===== config.mk =====
export PLATFORM = sky130hd
export DESIGN_NAME = fsc_regs
export DESIGN_NICKNAME = d
export VERILOG_FILES = /design/src/pkg/fsc_pkg.sv /design/src/core/fsc_sync.sv /design/src/core/fsc_regs.sv
export SDC_FILE = /design/constraint.sdc
export NUM_CORES = 1
export LEC_CHECK = 0
export BUFFER_PORTS_ARGS = -buffer_cell sky130_fd_sc_hd__buf_2
export CORE_MARGIN = 1.5
export CORE_UTILIZATION = 53
export CTS_CLUSTER_SIZE = 20
export DETAILED_ROUTE_END_ITERATION = 8
export GPL_ROUTABILITY_DRIVEN = 0
export PLACE_DENSITY = 0.87
export SYNTH_ARGS = -nofsm -noshare
export SYNTH_HDL_FRONTEND = slang
export SYNTH_SLANG_ARGS = --single-unit

===== constraint.sdc =====
create_clock -name clk_sys -period 2.2 [get_ports clk_sys]
set_input_delay 0.44 -clock clk_sys [delete_from_list [all_inputs] [get_ports clk_sys]]
set_output_delay 0.44 -clock clk_sys [all_outputs]
set_load 0.02 [all_outputs]

===== src/pkg/fsc_pkg.sv =====
// Package for the flash status and configuration register block.
// Assumes one system clock that oversamples the serial link clock.
package fsc_pkg;

    // Serial opcodes and command bytes
    localparam logic [7:0] OP_CFG_READ   = 8'h3F;
    localparam logic [7:0] OP_STAT_READ  = 8'hD7;
    localparam logic [7:0] OP_QUAD_B1    = 8'h3D;
    localparam logic [7:0] OP_QUAD_B2    = 8'h2A;
    localparam logic [7:0] OP_QUAD_B3    = 8'h81;
    localparam logic [7:0] OP_QUAD_EN    = 8'h66;
    localparam logic [7:0] OP_QUAD_DIS   = 8'h67;
    localparam logic [7:0] OP_QUAD_BUF1  = 8'h24;
    localparam logic [7:0] OP_QUAD_BUF2  = 8'h27;
    localparam logic [7:0] OP_QUAD_READ  = 8'h6B;
    localparam logic [7:0] OP_BUF1_WRITE = 8'h84;
    localparam logic [7:0] OP_BUF2_WRITE = 8'h87;

    // Configuration byte layout
    localparam int         CFG_QE_BIT    = 7;
    localparam logic [7:0] CFG_FIXED     = 8'h08;
    localparam logic       CFG_QE_SHIP   = 1'b0;

    // Status word field positions (first byte high; status read sends low byte only)
    localparam int ST_RDY   = 15;
    localparam int ST_PROT  = 9;
    localparam int ST_PSIZE = 8;
    localparam int ST_EPE   = 5;
    localparam int ST_SLE   = 3;
    localparam int ST_PS2   = 2;
    localparam int ST_PS1   = 1;
    localparam int ST_ES    = 0;

    // Configuration write time
    localparam int CLK_HZ            = 20_000_000;
    localparam int CFG_WRITE_TIME_US = 1000;
    localparam int CFG_WRITE_CYCLES  = CFG_WRITE_TIME_US * (CLK_HZ / 1_000_000);

    // Events reported by the array engine
    typedef struct packed {
        logic done;
        logic fail;
        logic aborted;
    } fsc_op_result_t;

    // Serial pin samples
    typedef struct packed {
        logic cs_n;
        logic sck;
        logic si;
    } fsc_pins_t;

endpackage


===== src/core/fsc_sync.sv =====
// Two flip-flop synchroniser for the serial pins.
// Assumes pins are asynchronous to clk_sys.
`timescale 1ns/1ns
`default_nettype none
module fsc_sync
    import fsc_pkg::*;
(
    // Clock, reset, enable
    input  wire logic      clk_sys,
    input  wire logic      rst_n,
    input  wire logic      clk_en,
    // Raw and synchronised pins
    input  wire fsc_pins_t pins_raw,
    output fsc_pins_t      pins_sync
);
    fsc_pins_t meta_q, meta_d;   // First stage
    fsc_pins_t sync_q, sync_d;   // Second stage

    // Next values: shift one stage
    always_comb begin
        meta_d = pins_raw;
        sync_d = meta_q;
    end

    // Register both stages, idle high on chip select
    always_ff @(posedge clk_sys) begin
        if (!rst_n) begin
            meta_q <= '{cs_n: 1'b1, sck: 1'b0, si: 1'b0};
            sync_q <= '{cs_n: 1'b1, sck: 1'b0, si: 1'b0};
        end else if (clk_en) begin
            meta_q <= meta_d;
            sync_q <= sync_d;
        end
    end

    assign pins_sync = sync_q;
endmodule
`default_nettype wire


===== src/core/fsc_regs.sv =====
// Status flags and nonvolatile quad configuration register of a serial flash.
// Assumes SPI mode 0 host, clock far slower than clk_sys, array engine on clk_sys.
// Function
// - Error flag refreshed after each program/erase
// - Aborted operation leaves error flag clear
// - Lockdown flag shows lockdown still allowed
// - Buffer two locked while its program suspended
// - Buffer one locked while its program suspended
// - Erase suspended flag follows suspend state
// - Page size bit reports configured size
// - Protect bit reports any protection source
// - Configuration read only while ready
// - Opcode 3F then configuration byte shifts out
// - Configuration byte repeats while clocked
// - Host discards first byte at high speed
// - Chip select high ends read, releases output
// - Configuration held nonvolatile across reset
// - Software reset keeps quad enable
// - Byte: quad bit 7, bit 3 one
// - Quad commands change only bit 7
// - Quad on: quad opcodes, pins become data
// - Quad off: quad opcodes invalid, pins control
// - Configuration program self-timed, shows busy
// - Four-byte sequence ending 66 sets quad
// - Four-byte sequence ending 67 clears quad
// - Ready bit low while busy
// - Error flag at bit 5
`timescale 1ns/1ns
`default_nettype none
module fsc_regs
    import fsc_pkg::*;
(
    // Clock, reset, enable
    input  wire logic           clk_sys,
    input  wire logic           rst_n,
    input  wire logic           clk_en,
    // Serial pins
    input  wire logic           cs_n_pin,
    input  wire logic           sck_pin,
    input  wire logic           si_pin,
    output logic                so_out,
    output logic                so_oe_n,
    // Quad data line control for the write-protect and reset pins
    output logic                io23_quad_mode,
    output logic                wp_active_n,
    input  wire logic           wp_pin_n,
    output logic                reset_fn_active,
    // Array engine status
    input  wire logic           array_busy,
    input  wire fsc_op_result_t op_result,
    input  wire logic           sw_protect_en,
    input  wire logic           lockdown_disabled,
    input  wire logic           page_is_binary,
    input  wire logic           buf1_prog_susp,
    input  wire logic           buf2_prog_susp,
    input  wire logic           erase_susp,
    input  wire logic           soft_reset,
    // Persistent quad bit storage
    input  wire logic           nv_qe_valid,
    input  wire logic           nv_qe_value,
    output logic                nv_qe_write,
    // Command decode and status outputs
    output logic                quad_cmd_accept,
    output logic                buf1_write_accept,
    output logic                buf2_write_accept,
    output logic [15:0]         device_status_flags
);
    typedef enum { ST_IDLE, ST_OPC, ST_QSEQ, ST_CFGOUT, ST_STATOUT, ST_SINK } fsc_state_t;

    fsc_pins_t  pins;                       // Synchronised pins
    fsc_state_t state_q, state_d;           // Command state
    logic       sck_q, sck_d;               // Previous clock sample
    logic [2:0] bit_q, bit_d;               // Bit position in byte
    logic [7:0] sh_q, sh_d;                 // Input shifter
    logic [1:0] byte_q, byte_d;             // Quad sequence byte count
    logic [1:0] qop_q, qop_d;               // 2: set, 1: clear, 0: none
    logic [7:0] out_q, out_d;               // Output shifter
    logic [15:0] stat_q, stat_d;            // Status word register
    logic       qe_q, qe_d;                 // Quad enable bit
    logic       qe_load_q, qe_load_d;       // Storage value loaded
    logic       pend_q, pend_d;             // Programming pending value
    logic       wr_busy_q, wr_busy_d;       // Configuration write running
    logic [31:0] wr_cnt_q, wr_cnt_d;        // Write timer
    logic       epe_q, epe_d;               // Error flag
    logic       so_q, so_d, oe_n_q, oe_n_d; // Output pin registers
    logic       acc_q, acc_d, b1_q, b1_d, b2_q, b2_d, nvw_q, nvw_d;
    logic       rise, fall, full;
    logic [7:0] byte_in;
    logic       wpn_m_q, wpn_s_q, wpa_q, wpa_d; // Write-protect pin sync and output

    // Pin synchroniser
    fsc_sync u_sync (
        .clk_sys   (clk_sys),
        .rst_n     (rst_n),
        .clk_en    (clk_en),
        .pins_raw  ('{cs_n: cs_n_pin, sck: sck_pin, si: si_pin}),
        .pins_sync (pins)
    );

    // Configuration byte assembly
    function automatic logic [7:0] cfg_byte(input logic qe);
        logic [7:0] b;
        b = CFG_FIXED;
        b[CFG_QE_BIT] = qe;
        return b;
    endfunction

    // Edge and byte detection
    always_comb begin
        rise    = pins.sck & ~sck_q & ~pins.cs_n;
        fall    = ~pins.sck & sck_q & ~pins.cs_n;
        byte_in = {sh_q[6:0], pins.si};
        full    = rise && (bit_q == 3'd7);
    end

    // Serial command engine next state
    always_comb begin
        state_d = state_q;
        sck_d   = pins.sck;
        bit_d   = bit_q;
        sh_d    = sh_q;
        byte_d  = byte_q;
        qop_d   = qop_q;
        out_d   = out_q;
        so_d    = so_q;
        oe_n_d  = oe_n_q;
        acc_d   = 1'b0;
        b1_d    = 1'b0;
        b2_d    = 1'b0;
        if (pins.cs_n) begin
            // Chip select high ends any transfer
            state_d = ST_IDLE;
            oe_n_d  = 1'b1;
            bit_d   = 3'd0;
            byte_d  = 2'd0;
            qop_d   = (state_q == ST_QSEQ && byte_q == 2'd0) ? qop_q : 2'd0;
        end else begin
            if (rise) begin
                sh_d  = byte_in;
                bit_d = bit_q + 3'd1;
            end
            unique case (state_q)
                ST_IDLE: begin
                    state_d = ST_OPC;
                    qop_d   = 2'd0;
                end
                ST_OPC: if (full) begin
                    // Opcode decode
                    if (byte_in == OP_CFG_READ) begin
                        state_d = (wr_busy_q || array_busy) ? ST_SINK : ST_CFGOUT;
                        out_d   = cfg_byte(qe_q);
                    end else if (byte_in == OP_STAT_READ) begin
                        state_d = ST_STATOUT;
                        out_d   = stat_q[15:8];
                    end else if (byte_in == OP_QUAD_B1 && !wr_busy_q && !array_busy) begin
                        state_d = ST_QSEQ;
                        byte_d  = 2'd1;
                    end else begin
                        state_d = ST_SINK;
                        acc_d = qe_q && (byte_in == OP_QUAD_BUF1 || byte_in == OP_QUAD_BUF2
                                || byte_in == OP_QUAD_READ);
                        b1_d  = !buf1_prog_susp && (byte_in == OP_BUF1_WRITE
                                || (qe_q && byte_in == OP_QUAD_BUF1));
                        b2_d  = !buf2_prog_susp && (byte_in == OP_BUF2_WRITE
                                || (qe_q && byte_in == OP_QUAD_BUF2));
                    end
                end
                ST_QSEQ: if (full) begin
                    // Remaining quad sequence bytes
                    unique case (byte_q)
                        2'd1: begin
                            state_d = (byte_in == OP_QUAD_B2) ? ST_QSEQ : ST_SINK;
                            byte_d  = 2'd2;
                        end
                        2'd2: begin
                            state_d = (byte_in == OP_QUAD_B3) ? ST_QSEQ : ST_SINK;
                            byte_d  = 2'd3;
                        end
                        default: begin
                            byte_d  = 2'd0;
                            qop_d   = (byte_in == OP_QUAD_EN)  ? 2'd2 :
                                      (byte_in == OP_QUAD_DIS) ? 2'd1 : 2'd0;
                            state_d = (qop_d != 2'd0) ? ST_QSEQ : ST_SINK;
                        end
                    endcase
                    if (byte_q == 2'd0) begin
                        state_d = ST_SINK;
                        qop_d   = 2'd0;
                    end
                end
                ST_CFGOUT, ST_STATOUT: begin
                    // Shift out on falling edge, reload every byte
                    if (fall) begin
                        oe_n_d = 1'b0;
                        so_d   = out_q[7];
                        out_d  = {out_q[6:0], out_q[7]};
                        if (bit_q == 3'd0 && state_q == ST_STATOUT) begin
                            out_d = {stat_q[6:0], stat_q[7]};
                            so_d  = stat_q[7];
                        end
                    end
                    if (full && state_q == ST_CFGOUT) begin
                        out_d = cfg_byte(qe_q);
                    end
                end
                ST_SINK: ;
            endcase
        end
    end

    // Quad bit and configuration write timer
    always_comb begin
        qe_d      = qe_q;
        qe_load_d = qe_load_q;
        pend_d    = pend_q;
        wr_busy_d = wr_busy_q;
        wr_cnt_d  = wr_cnt_q;
        nvw_d     = 1'b0;
        if (!qe_load_q && nv_qe_valid) begin
            qe_d      = nv_qe_value;
            qe_load_d = 1'b1;
        end
        if (pins.cs_n && !sck_q && state_q == ST_QSEQ && byte_q == 2'd0 && qop_q != 2'd0) begin
            wr_busy_d = 1'b1;
            wr_cnt_d  = CFG_WRITE_CYCLES;
            pend_d    = qop_q[1];
        end else if (wr_busy_q) begin
            if (wr_cnt_q == 32'd1) begin
                wr_busy_d = 1'b0;
                qe_d      = pend_q;
                nvw_d     = 1'b1;
            end
            wr_cnt_d = wr_cnt_q - 32'd1;
        end
    end

    // Status word and error flag
    always_comb begin
        epe_d = epe_q;
        if (op_result.done) begin
            epe_d = op_result.fail & ~op_result.aborted;
        end
        stat_d           = 16'h0000;
        stat_d[ST_RDY]   = ~(array_busy | wr_busy_q);
        stat_d[ST_PROT]  = sw_protect_en | ~wpn_s_q & ~qe_q;
        wpa_d            = ~(~qe_q & ~wpn_s_q);
        stat_d[ST_PSIZE] = page_is_binary;
        stat_d[ST_EPE]   = epe_q;
        stat_d[ST_SLE]   = ~lockdown_disabled;
        stat_d[ST_PS2]   = buf2_prog_susp;
        stat_d[ST_PS1]   = buf1_prog_susp;
        stat_d[ST_ES]    = erase_susp;
    end

    // Register all state; soft reset leaves quad bit alone
    always_ff @(posedge clk_sys) begin
        if (!rst_n) begin
            state_q <= ST_IDLE; sck_q <= 1'b0; bit_q <= 3'd0; sh_q <= 8'h00;
            byte_q <= 2'd0; qop_q <= 2'd0; out_q <= 8'h00; so_q <= 1'b0;
            oe_n_q <= 1'b1; acc_q <= 1'b0; b1_q <= 1'b0; b2_q <= 1'b0;
            qe_q <= CFG_QE_SHIP; qe_load_q <= 1'b0; pend_q <= 1'b0;
            wr_busy_q <= 1'b0; wr_cnt_q <= 32'd0; nvw_q <= 1'b0;
            epe_q <= 1'b0; stat_q <= 16'h0000; wpn_m_q <= 1'b1; wpn_s_q <= 1'b1; wpa_q <= 1'b1;
        end else if (clk_en) begin
            state_q <= soft_reset ? ST_SINK : state_d;
            sck_q <= sck_d; bit_q <= bit_d; sh_q <= sh_d; byte_q <= byte_d;
            qop_q <= qop_d; out_q <= out_d; so_q <= so_d; oe_n_q <= oe_n_d;
            acc_q <= acc_d; b1_q <= b1_d; b2_q <= b2_d; wpa_q <= wpa_d; wpn_m_q <= wp_pin_n;
            qe_q <= qe_d; qe_load_q <= qe_load_d; pend_q <= pend_d; wpn_s_q <= wpn_m_q;
            wr_busy_q <= wr_busy_d; wr_cnt_q <= wr_cnt_d; nvw_q <= nvw_d;
            epe_q <= (soft_reset && !op_result.done) ? 1'b0 : epe_d; stat_q <= stat_d;
        end
    end

    // Registered outputs
    always_comb begin
        so_out              = so_q;
        so_oe_n             = oe_n_q;
        io23_quad_mode      = qe_q;
        wp_active_n         = wpa_q;
        reset_fn_active     = ~qe_q;
        quad_cmd_accept     = acc_q;
        buf1_write_accept   = b1_q;
        buf2_write_accept   = b2_q;
        nv_qe_write         = nvw_q;
        device_status_flags = stat_q;
    end
endmodule
`default_nettype wire


== After elaboration in Yosys (flattened, before gate mapping) ==
Index checks and enable logic that the tools add are counted.

* Register bits: 115
* Bits of input ports: 20
* Output and inout port bits: 25
* Logic and storage cells: 215

* Add/subtract/negate cells: 2
* Equality and inequality tests: 35
* Multiplexer cells: 75
* Bitwise logic cells: 17
* Reductions and logical operators: 57

{| class="wikitable"
|+ Operator list
! kind !! number
|-
| 2-to-1 mux 32 bit || 7
|-
| equality test 32 x 3 -> 1 bit (second input constant) || 3
|-
| one-hot mux 32 bit (3 select lines) || 1
|-
| equality test 32 x 1 -> 1 bit (second input constant) || 2
|-
| equality test 32 x 2 -> 1 bit (second input constant) || 2
|-
| 2-to-1 mux 8 bit || 6
|-
| equality test 8 x 6 -> 1 bit (second input constant) || 5
|-
| 2-to-1 mux 1 bit || 35
|-
| equality test 32 x 4 -> 1 bit (second input constant) || 1
|-
| equality test 8 bit (second input constant) || 4
|-
| logical NOT 32 bit || 1
|-
| subtractor 32 x 1 -> 32 bit (second input constant) || 1
|-
| 2-to-1 mux 3 bit || 9
|-
| equality test 8 x 7 -> 1 bit (second input constant) || 3
|-
| 2-to-1 mux 2 bit || 12
|-
| logical AND 1 bit || 17
|-
| one-hot mux 8 bit (2 select lines) || 1
|-
| nonzero test 2 bit || 8
|-
| inequality test 3 x 2 -> 1 bit (second input constant) || 5
|-
| inequality test 4 x 3 -> 1 bit (second input constant) || 3
|-
| one-hot mux 2 bit (2 select lines) || 3
|-
| AND reduction 2 bit || 5
|-
| inverter 1 bit || 9
|-
| AND reduction 4 bit || 2
|-
| 20 further kinds || 41
|}

== Longest topological paths before layout ==
Gate-level depths: netlist of run 1.

* Depth after elaboration: 11
* Depth in mapped cells: 8

== Modules after synthesis ==
Synthesis of run 1 repeated with hierarchy kept, for this count alone.

* Cells, all modules: 539
* Area total of the unflattened synthesis: 4490.6 um^2

{| class="wikitable"
|+ Modules (own cells, without submodules)
! module !! times used !! cells each !! area each (um^2) !! seq. area each (um^2)
|-
| fsc_regs || 1 || 520 || 4266.6 || 1601.5
|-
| fsc_sync || 1 || 19 || 224.0 || 120.1
|}

== Least setup slack after synthesis of run 1 ==
Ideal clock, no wire load.

* Path kind: register to register
* Start point: register wr_cnt_q[9]
* End point: register wr_cnt_q[16]
* Data arrival time: 2102 ps
* Path slack: 28 ps
* Cell stages (with the launch flop): 6
* Buffers on the path: 0
* Clock period less this slack: 2172 ps
* Cell sequence: dfxtp_1 -> or4_4 -> or2_1 -> or4_4 -> or3_1 -> a21oi_1

* Cells in the longest elaborated chain, start to end: 3

{| class="wikitable"
|+ Ends and longest elaborated chain
! item !! RTL line !! RTL
|-
| start, declared || fsc_regs.sv:83 || <nowiki>logic [31:0] wr_cnt_q, wr_cnt_d;</nowiki>
|-
| start signal, assigned || fsc_regs.sv:270 || <nowiki>wr_busy_q <= wr_busy_d; wr_cnt_q <= wr_cnt_d; nvw_q <= nvw_d;</nowiki>
|-
| subtractor 32 x 1 -> 32 bit || fsc_regs.sv:233 || <nowiki>wr_cnt_d = wr_cnt_q - 32'd1;</nowiki>
|-
| 2-to-1 mux 32 bit || fsc_regs.sv:227 || <nowiki>end else if (wr_busy_q) begin</nowiki>
|-
| 2-to-1 mux 32 bit || fsc_regs.sv:223 || <nowiki>if (pins.cs_n && !sck_q && state_q == ST_QSEQ && byte_q == 2'd0 && qop_q != 2'd0) begin</nowiki>
|}

No other way between the ends. The select of a mux whose other input is x is not followed.
A chain may end at the register's enable or synchronous reset.

== Worst setup path after layout of run 1 ==
* Start point: register wr_cnt_q[12]
* End point: register wr_cnt_q[30]

Same word-level chain as after synthesis.

==> results.yml, run 1 <==
outcome:
  outcome: "complete, but fails checks"
  violations: "negative setup slack"
grt:
  grt_max_degree: 70
  antenna_found_initial: 0
  grt_first_pass_wirelength_um: 18300
  grt_pass1_vias: 4009
  track_usage_pct: 25.5
  overflow: 0
synth:
  syn_avg_cell_area_um2: 8.73
  synth.cell_area_um2: 4550
  synth.distinct_cells: 72
  synth_cells: 521
  synth_top_flop_cell: "dfxtp_1"
  async_flop_share_pct: 0
  synth_edf_count: 0
  yosysWarnings: 0
  synth-seq-cells: 86
  synth-seq-area-share_pct: 37.9
timing:
  finalClockSkew_ps: 7.96
  rsz0062_at_grt: "true"
  whs_ps: 292
  fin_ws_ps: -19.9
  setup_viol: 1
  tns_ps: -19.9
  maxSlewViolCount: 0
  fin_crit_sh_pct: 101
  slew_headroom_pct: 57.2
  period_needed_ps: 2220
  worst_pin_slew_ps: 632
  hold_viol_final: 0
  clock.fmax_mhz: 450
floorplanning:
  fp-row-count: 33
  die_w_um: 95.6
  core_um2: 8260
  die_area_um2: 9150
  die-height_um: 95.6
  io_pins: 45
  start_util_pct: 55.1
place:
  dpl.hpwl_um: 7550
  portBuffers: 36
  pre_cts_ws_ps: -17.8
setup_path:
  path_class: "flop to flop"
  start_kind: "flop"
  crit_required_ps: 2440
  arrival_ps: 2460
  critPathCaptureType: "flop"
  cp_max_fo: 6
  r2r_cells: 7
power:
  ir_drop_mv: 0.415
  leakagePower_nw: 2.12
  p_per_area_nw_per_um2: 570
cells_and_area:
  areaGrowthSynthToFinish_pct: 16.6
  final_common_cell: "dfxtp_1"
  final_cell_mix: "dfxtp_1, nand2_1, buf_4"
  nets: 610
  diodes: 0
  drive_gt1_share_pct: 20.0
min_path:
  hold_path_depth: 2
  hp-class: "input port to flop"
clock_tree:
  htreeDepth: 3
  clk_latency_ps: 360
  cts.path.max_buffers: 2
  path_clk_slew_ps: 80
  cts_made_buffers: 9
  cts-hold-fix-buffers: 0
  tritoncts: "done"
  cts.sinks: 86
  root_buffer: "clkbuf_8"
route:
  num_vias: 4182
  drtIter0Drc: 406
  drt-wirelength-per-cell_um: 16.1
  ant_nets: 0
  drc_errors: 0
  drtPass1Iterations: 6
  viasPerCell: 6.05
  postRouteWirelength_um: 11200
job:
  maxCapViolCount: 0
## area by class of cell
cell class / count / area (um2)
fillers: 655 / 2950
flip-flops and latches: 86 / 1720
well taps: 105 / 131
inverters: 10 / 37.5
repair buffers: 78 / 513
clock buffers: 11 / 131
clock inverters: 4 / 72.6
multi-input cells: 397 / 2700
## cell usage after synthesis, drive strengths merged, types with 11 or more instances
cell type,n,area share [%]
nand2,41,3.4
nand4,12,1.7
o31ai,11,1.8
xor2,12,2.3
a21boi,12,2.0
nor3,12,1.3
nor2,34,2.8
nand3,18,2.0
a21oi,29,3.2
mux2i,34,7.5
dfxtp,86,38
o21ai,18,2.0
nor2b,30,4.1
buf,15,2.0
or3,11,1.5
clkbuf,20,1.7
## registers in the layout, indices dropped and copies added (netlist names), 2 cells and up
register and flops:
wr_cnt_q 32, device_status_flags 8, out_q 8, sh_q 7, bit_q 3, state_q 3
u_sync.meta_q 3, u_sync.pins_sync 3, byte_q 2, qop_q 2
## worst max-delay path: stages (launching register included)
cell and delay (ps):
dfxtp_2 330, or4_4 580, nor4b_4 250, nand4_1 180, buf_4 180, buf_2 140
o31ai_1 350, a21oi_2 100
## per-stage QoR
| stage | cell area, um2 | instances | power, mW | util [%] |
|---|---|---|---|---|
| 4_1_cts | 5230 | 688 | 3.03 | 63.3 |
| 2_1_floorplan | 4570 | 528 | 1.80 | - |
| 5_1_grt | 5310 | 691 | 3.11 | 64.2 |
| 3_3_place_gp | 5020 | 672 | 1.87 | 60.8 |
| 3_5_place_dp | 5020 | 672 | 1.88 | 60.8 |
| 6_report | 5310 | 691 | 3.02 | 64.2 |
## worst paths after layout
path                                        start                 to  slack [ps]
worst max-delay path                 wr_cnt_q[12]       wr_cnt_q[30]         -20
worst min-delay path               buf2_prog_susp  buf2_write_accept         290
worst max register to register       wr_cnt_q[12]       wr_cnt_q[30]         -20
worst min register to register  buf2_write_accept  buf2_write_accept         460
## routing by layer
metal / track usage, % / vias to the layer above / part of all wire [%]
li1: - / 2009 / -
met1: 32.4 / 1957 / 43
met2: 42.1 / 181 / 47
met3: 4.86 / 35 / 6.8
met4: 10.7 / 0 / 3.0
met5: 0 / - / 0
## timing repair
action	CTS	global route
cloned	0	1
endpoints found under the hold margin	0	0
endpoints found under the setup margin	1	16
buffers inserted	1	2
gates resized for setup	0	13
pin swaps	4	6
## kinds of logic after synthesis
group	Yosys count	synth area share [%]
and+or+nand+nor	226	28.7
AOI/OAI and AO/OA	99	14.6
DFF	86	37.9
buffers and inverters	45	4.43
muxes	40	8.97
xor gates and xnor gates	16	3.08
adders and majority gates	8	2.20
other	1	0.0825
## report_power, final
group / switching (mW) / internal (mW) / total [mW]
combinational: 0.150 / 0.101 / 0.251
sequential: 0.0178 / 1.58 / 1.59
clock: 0.544 / 0.633 / 1.18
total: 0.712 / 2.31 / 3.02
No activity file was read; power rests on OpenSTA's default activity.
==> run 2: changes to the inputs <==
--- a/config.mk
+++ b/config.mk
@@ -13,4 +13,5 @@
 export GPL_ROUTABILITY_DRIVEN = 0
 export PLACE_DENSITY = 0.87
+export RECOVER_POWER = 50
 export SYNTH_ARGS = -nofsm -noshare
 export SYNTH_HDL_FRONTEND = slang
==> constraint.sdc (replaced) <==
create_clock -name clk_sys -period 2.2 [get_ports clk_sys]
set_input_delay 0.33 -clock clk_sys [delete_from_list [all_inputs] [get_ports clk_sys]]
set_output_delay 0.33 -clock clk_sys [all_outputs]
set_load 0.02 [all_outputs]
==> run 2 against run 1 <==
Compared with the run above: the run still ends with negative setup slack left; worst setup slack lost 26 ps; register-to-register slack got worse by 30 ps; sequential cell count did not move; highest routed layer unchanged; power decreased by 6.9%; largest power group unchanged.
==> results.yml, run 2 (synthesis gave the netlist of run 1 again) <==
cells_and_area:
  drive_gt1_share_pct: 15.6
  final_common_cell: "dfxtp_1"
  nets: 606
  diodes: 0
  final_util_pct: 62.7
  areaGrowthSynthToFinish_pct: 13.8
  largest_reg_flops: 32
  final_cell_mix: "dfxtp_1, nand2_1, nor2_1, mux2i_1, buf_4"
  top_register: "wr_cnt_q"
  nFillCells: 672
setup_path:
  arrival_ps: 2540
  start_kind: "flop"
  timing.critical_path.mode_cell: "or4_4"
  cp_max_fo: 6
  cp_cell_sequence: "or4_4 > or2_4 > or4_4 > or3_1 > a21oi_1"
  r2r_cells: 5
  crit_family: "simple AND/OR/NAND/NOR gates"
  crit_required_ps: 2500
  critPathCaptureType: "flop"
  critPathMaxStageDelay_ps: 590
  cp.depth: 5
  cpMaxStageDelayCell: "or4_4"
  critPathBufInv: 0
  path_class: "flop to flop"
floorplanning:
  fp-row-count: 33
  core_um2: 8260
  io_pins: 45
  start_util_pct: 55.1
  die-height_um: 95.6
  die_w_um: 95.6
  die_area_um2: 9150
power:
  ir_drop_mv: 0.382
  leakagePower_nw: 2.00
  p_total_mw: 2.81
  p_per_area_nw_per_um2: 544
place:
  pre_cts_ws_ps: -1.31
  portBuffers: 36
  dpl.hpwl_um: 7770
outcome:
  violations: "negative setup slack"
  outcome: "complete, but fails checks"
timing:
  clock.fmax_mhz: 445
  tns_ps: -54.2
  setup_viol: 2
  slew_headroom_pct: 48.6
  period_needed_ps: 2250
  finalClockSkew_ps: 14.1
  hold_viol_final: 0
  fin_crit_sh_pct: 102
  fin_ws_ps: -45.6
  rsz0062_at_grt: "true"
  maxSlewViolCount: 0
  worst_pin_slew_ps: 771
clock_tree:
  cts.sinks: 86
  cts.path.max_buffers: 2
  path_clk_slew_ps: 90
  htreeDepth: 3
  root_buffer: "clkbuf_8"
  cts_made_buffers: 9
  tritoncts: "done"
  cts-hold-fix-buffers: 0
  clk_latency_ps: 360
min_path:
  hp-class: "input port to flop"
  hold_path_depth: 2
route:
  drt-wirelength-per-cell_um: 16.1
  drc_errors: 0
  ant_nets: 0
  viasPerCell: 6.13
  drtIter0Drc: 456
  drtPass1Iterations: 5
  postRouteWirelength_um: 11100
  num_vias: 4209
grt:
  grt_first_pass_wirelength_um: 18200
  track_usage_pct: 25.1
  antenna_found_initial: 0
  grt_pass1_vias: 3891
  overflow: 0
  grt_max_degree: 32
job:
  maxCapViolCount: 0
==> run 2: per-stage QoR <==
stage	hold WS (ps)	cell area (um2)	std cells
floorplan	432	4570	528
global placement	434	5000	671
CTS	162	5160	686
detailed placement	442	5000	671
finish	168	5170	687
global route	166	5170	687
==> run 2: layer usage <==
metal	global-route usage, %	part of all wire (%)
met1	31.6	44
met2	42.8	48
met3	3.83	5.1
met4	9.93	3.0
met5	0	0
==> run 2: final cells by class <==
| type | instances | area (um2) | share of cell area [%] |
|---|---|---|---|
| well taps | 105 | 131 | 2.54 |
| flip-flops and latches | 86 | 1730 | 33.3 |
| clock inverters | 5 | 36.3 | 0.701 |
| clock buffers | 10 | 128 | 2.47 |
| repair buffers | 74 | 438 | 8.46 |
| inverters | 10 | 37.5 | 0.726 |
| multi-input cells | 397 | 2680 | 51.8 |
==> run 2: worst register-to-register path: stages (launching register included) <==
cell and delay (ps):
dfxtp_2 340, or4_4 590, or2_4 260, or4_4 540, or3_1 320, a21oi_1 130
==> run 2: path summary, 6_finish.rpt <==
kind	from	end	slack (ps)
max	wr_cnt_q[10]	wr_cnt_q[16]	-50
min	buf1_prog_susp	buf1_write_accept	170
max reg2reg	wr_cnt_q[10]	wr_cnt_q[16]	-50
min reg2reg	buf1_write_accept	buf1_write_accept	460
==> run 2: where the power goes <==
group          switching, mW  internal, mW
Clock                  0.569         0.406
Sequential            0.0186          1.58
Combinational          0.150        0.0945
Total                  0.737          2.08
==> run 2: timing repair <==
item | in CTS | in global routing
pin swaps | 0 | 7
endpoints found under the setup margin | 2 | 17
resized for setup | 1 | 9
setup buffers | 0 | 1
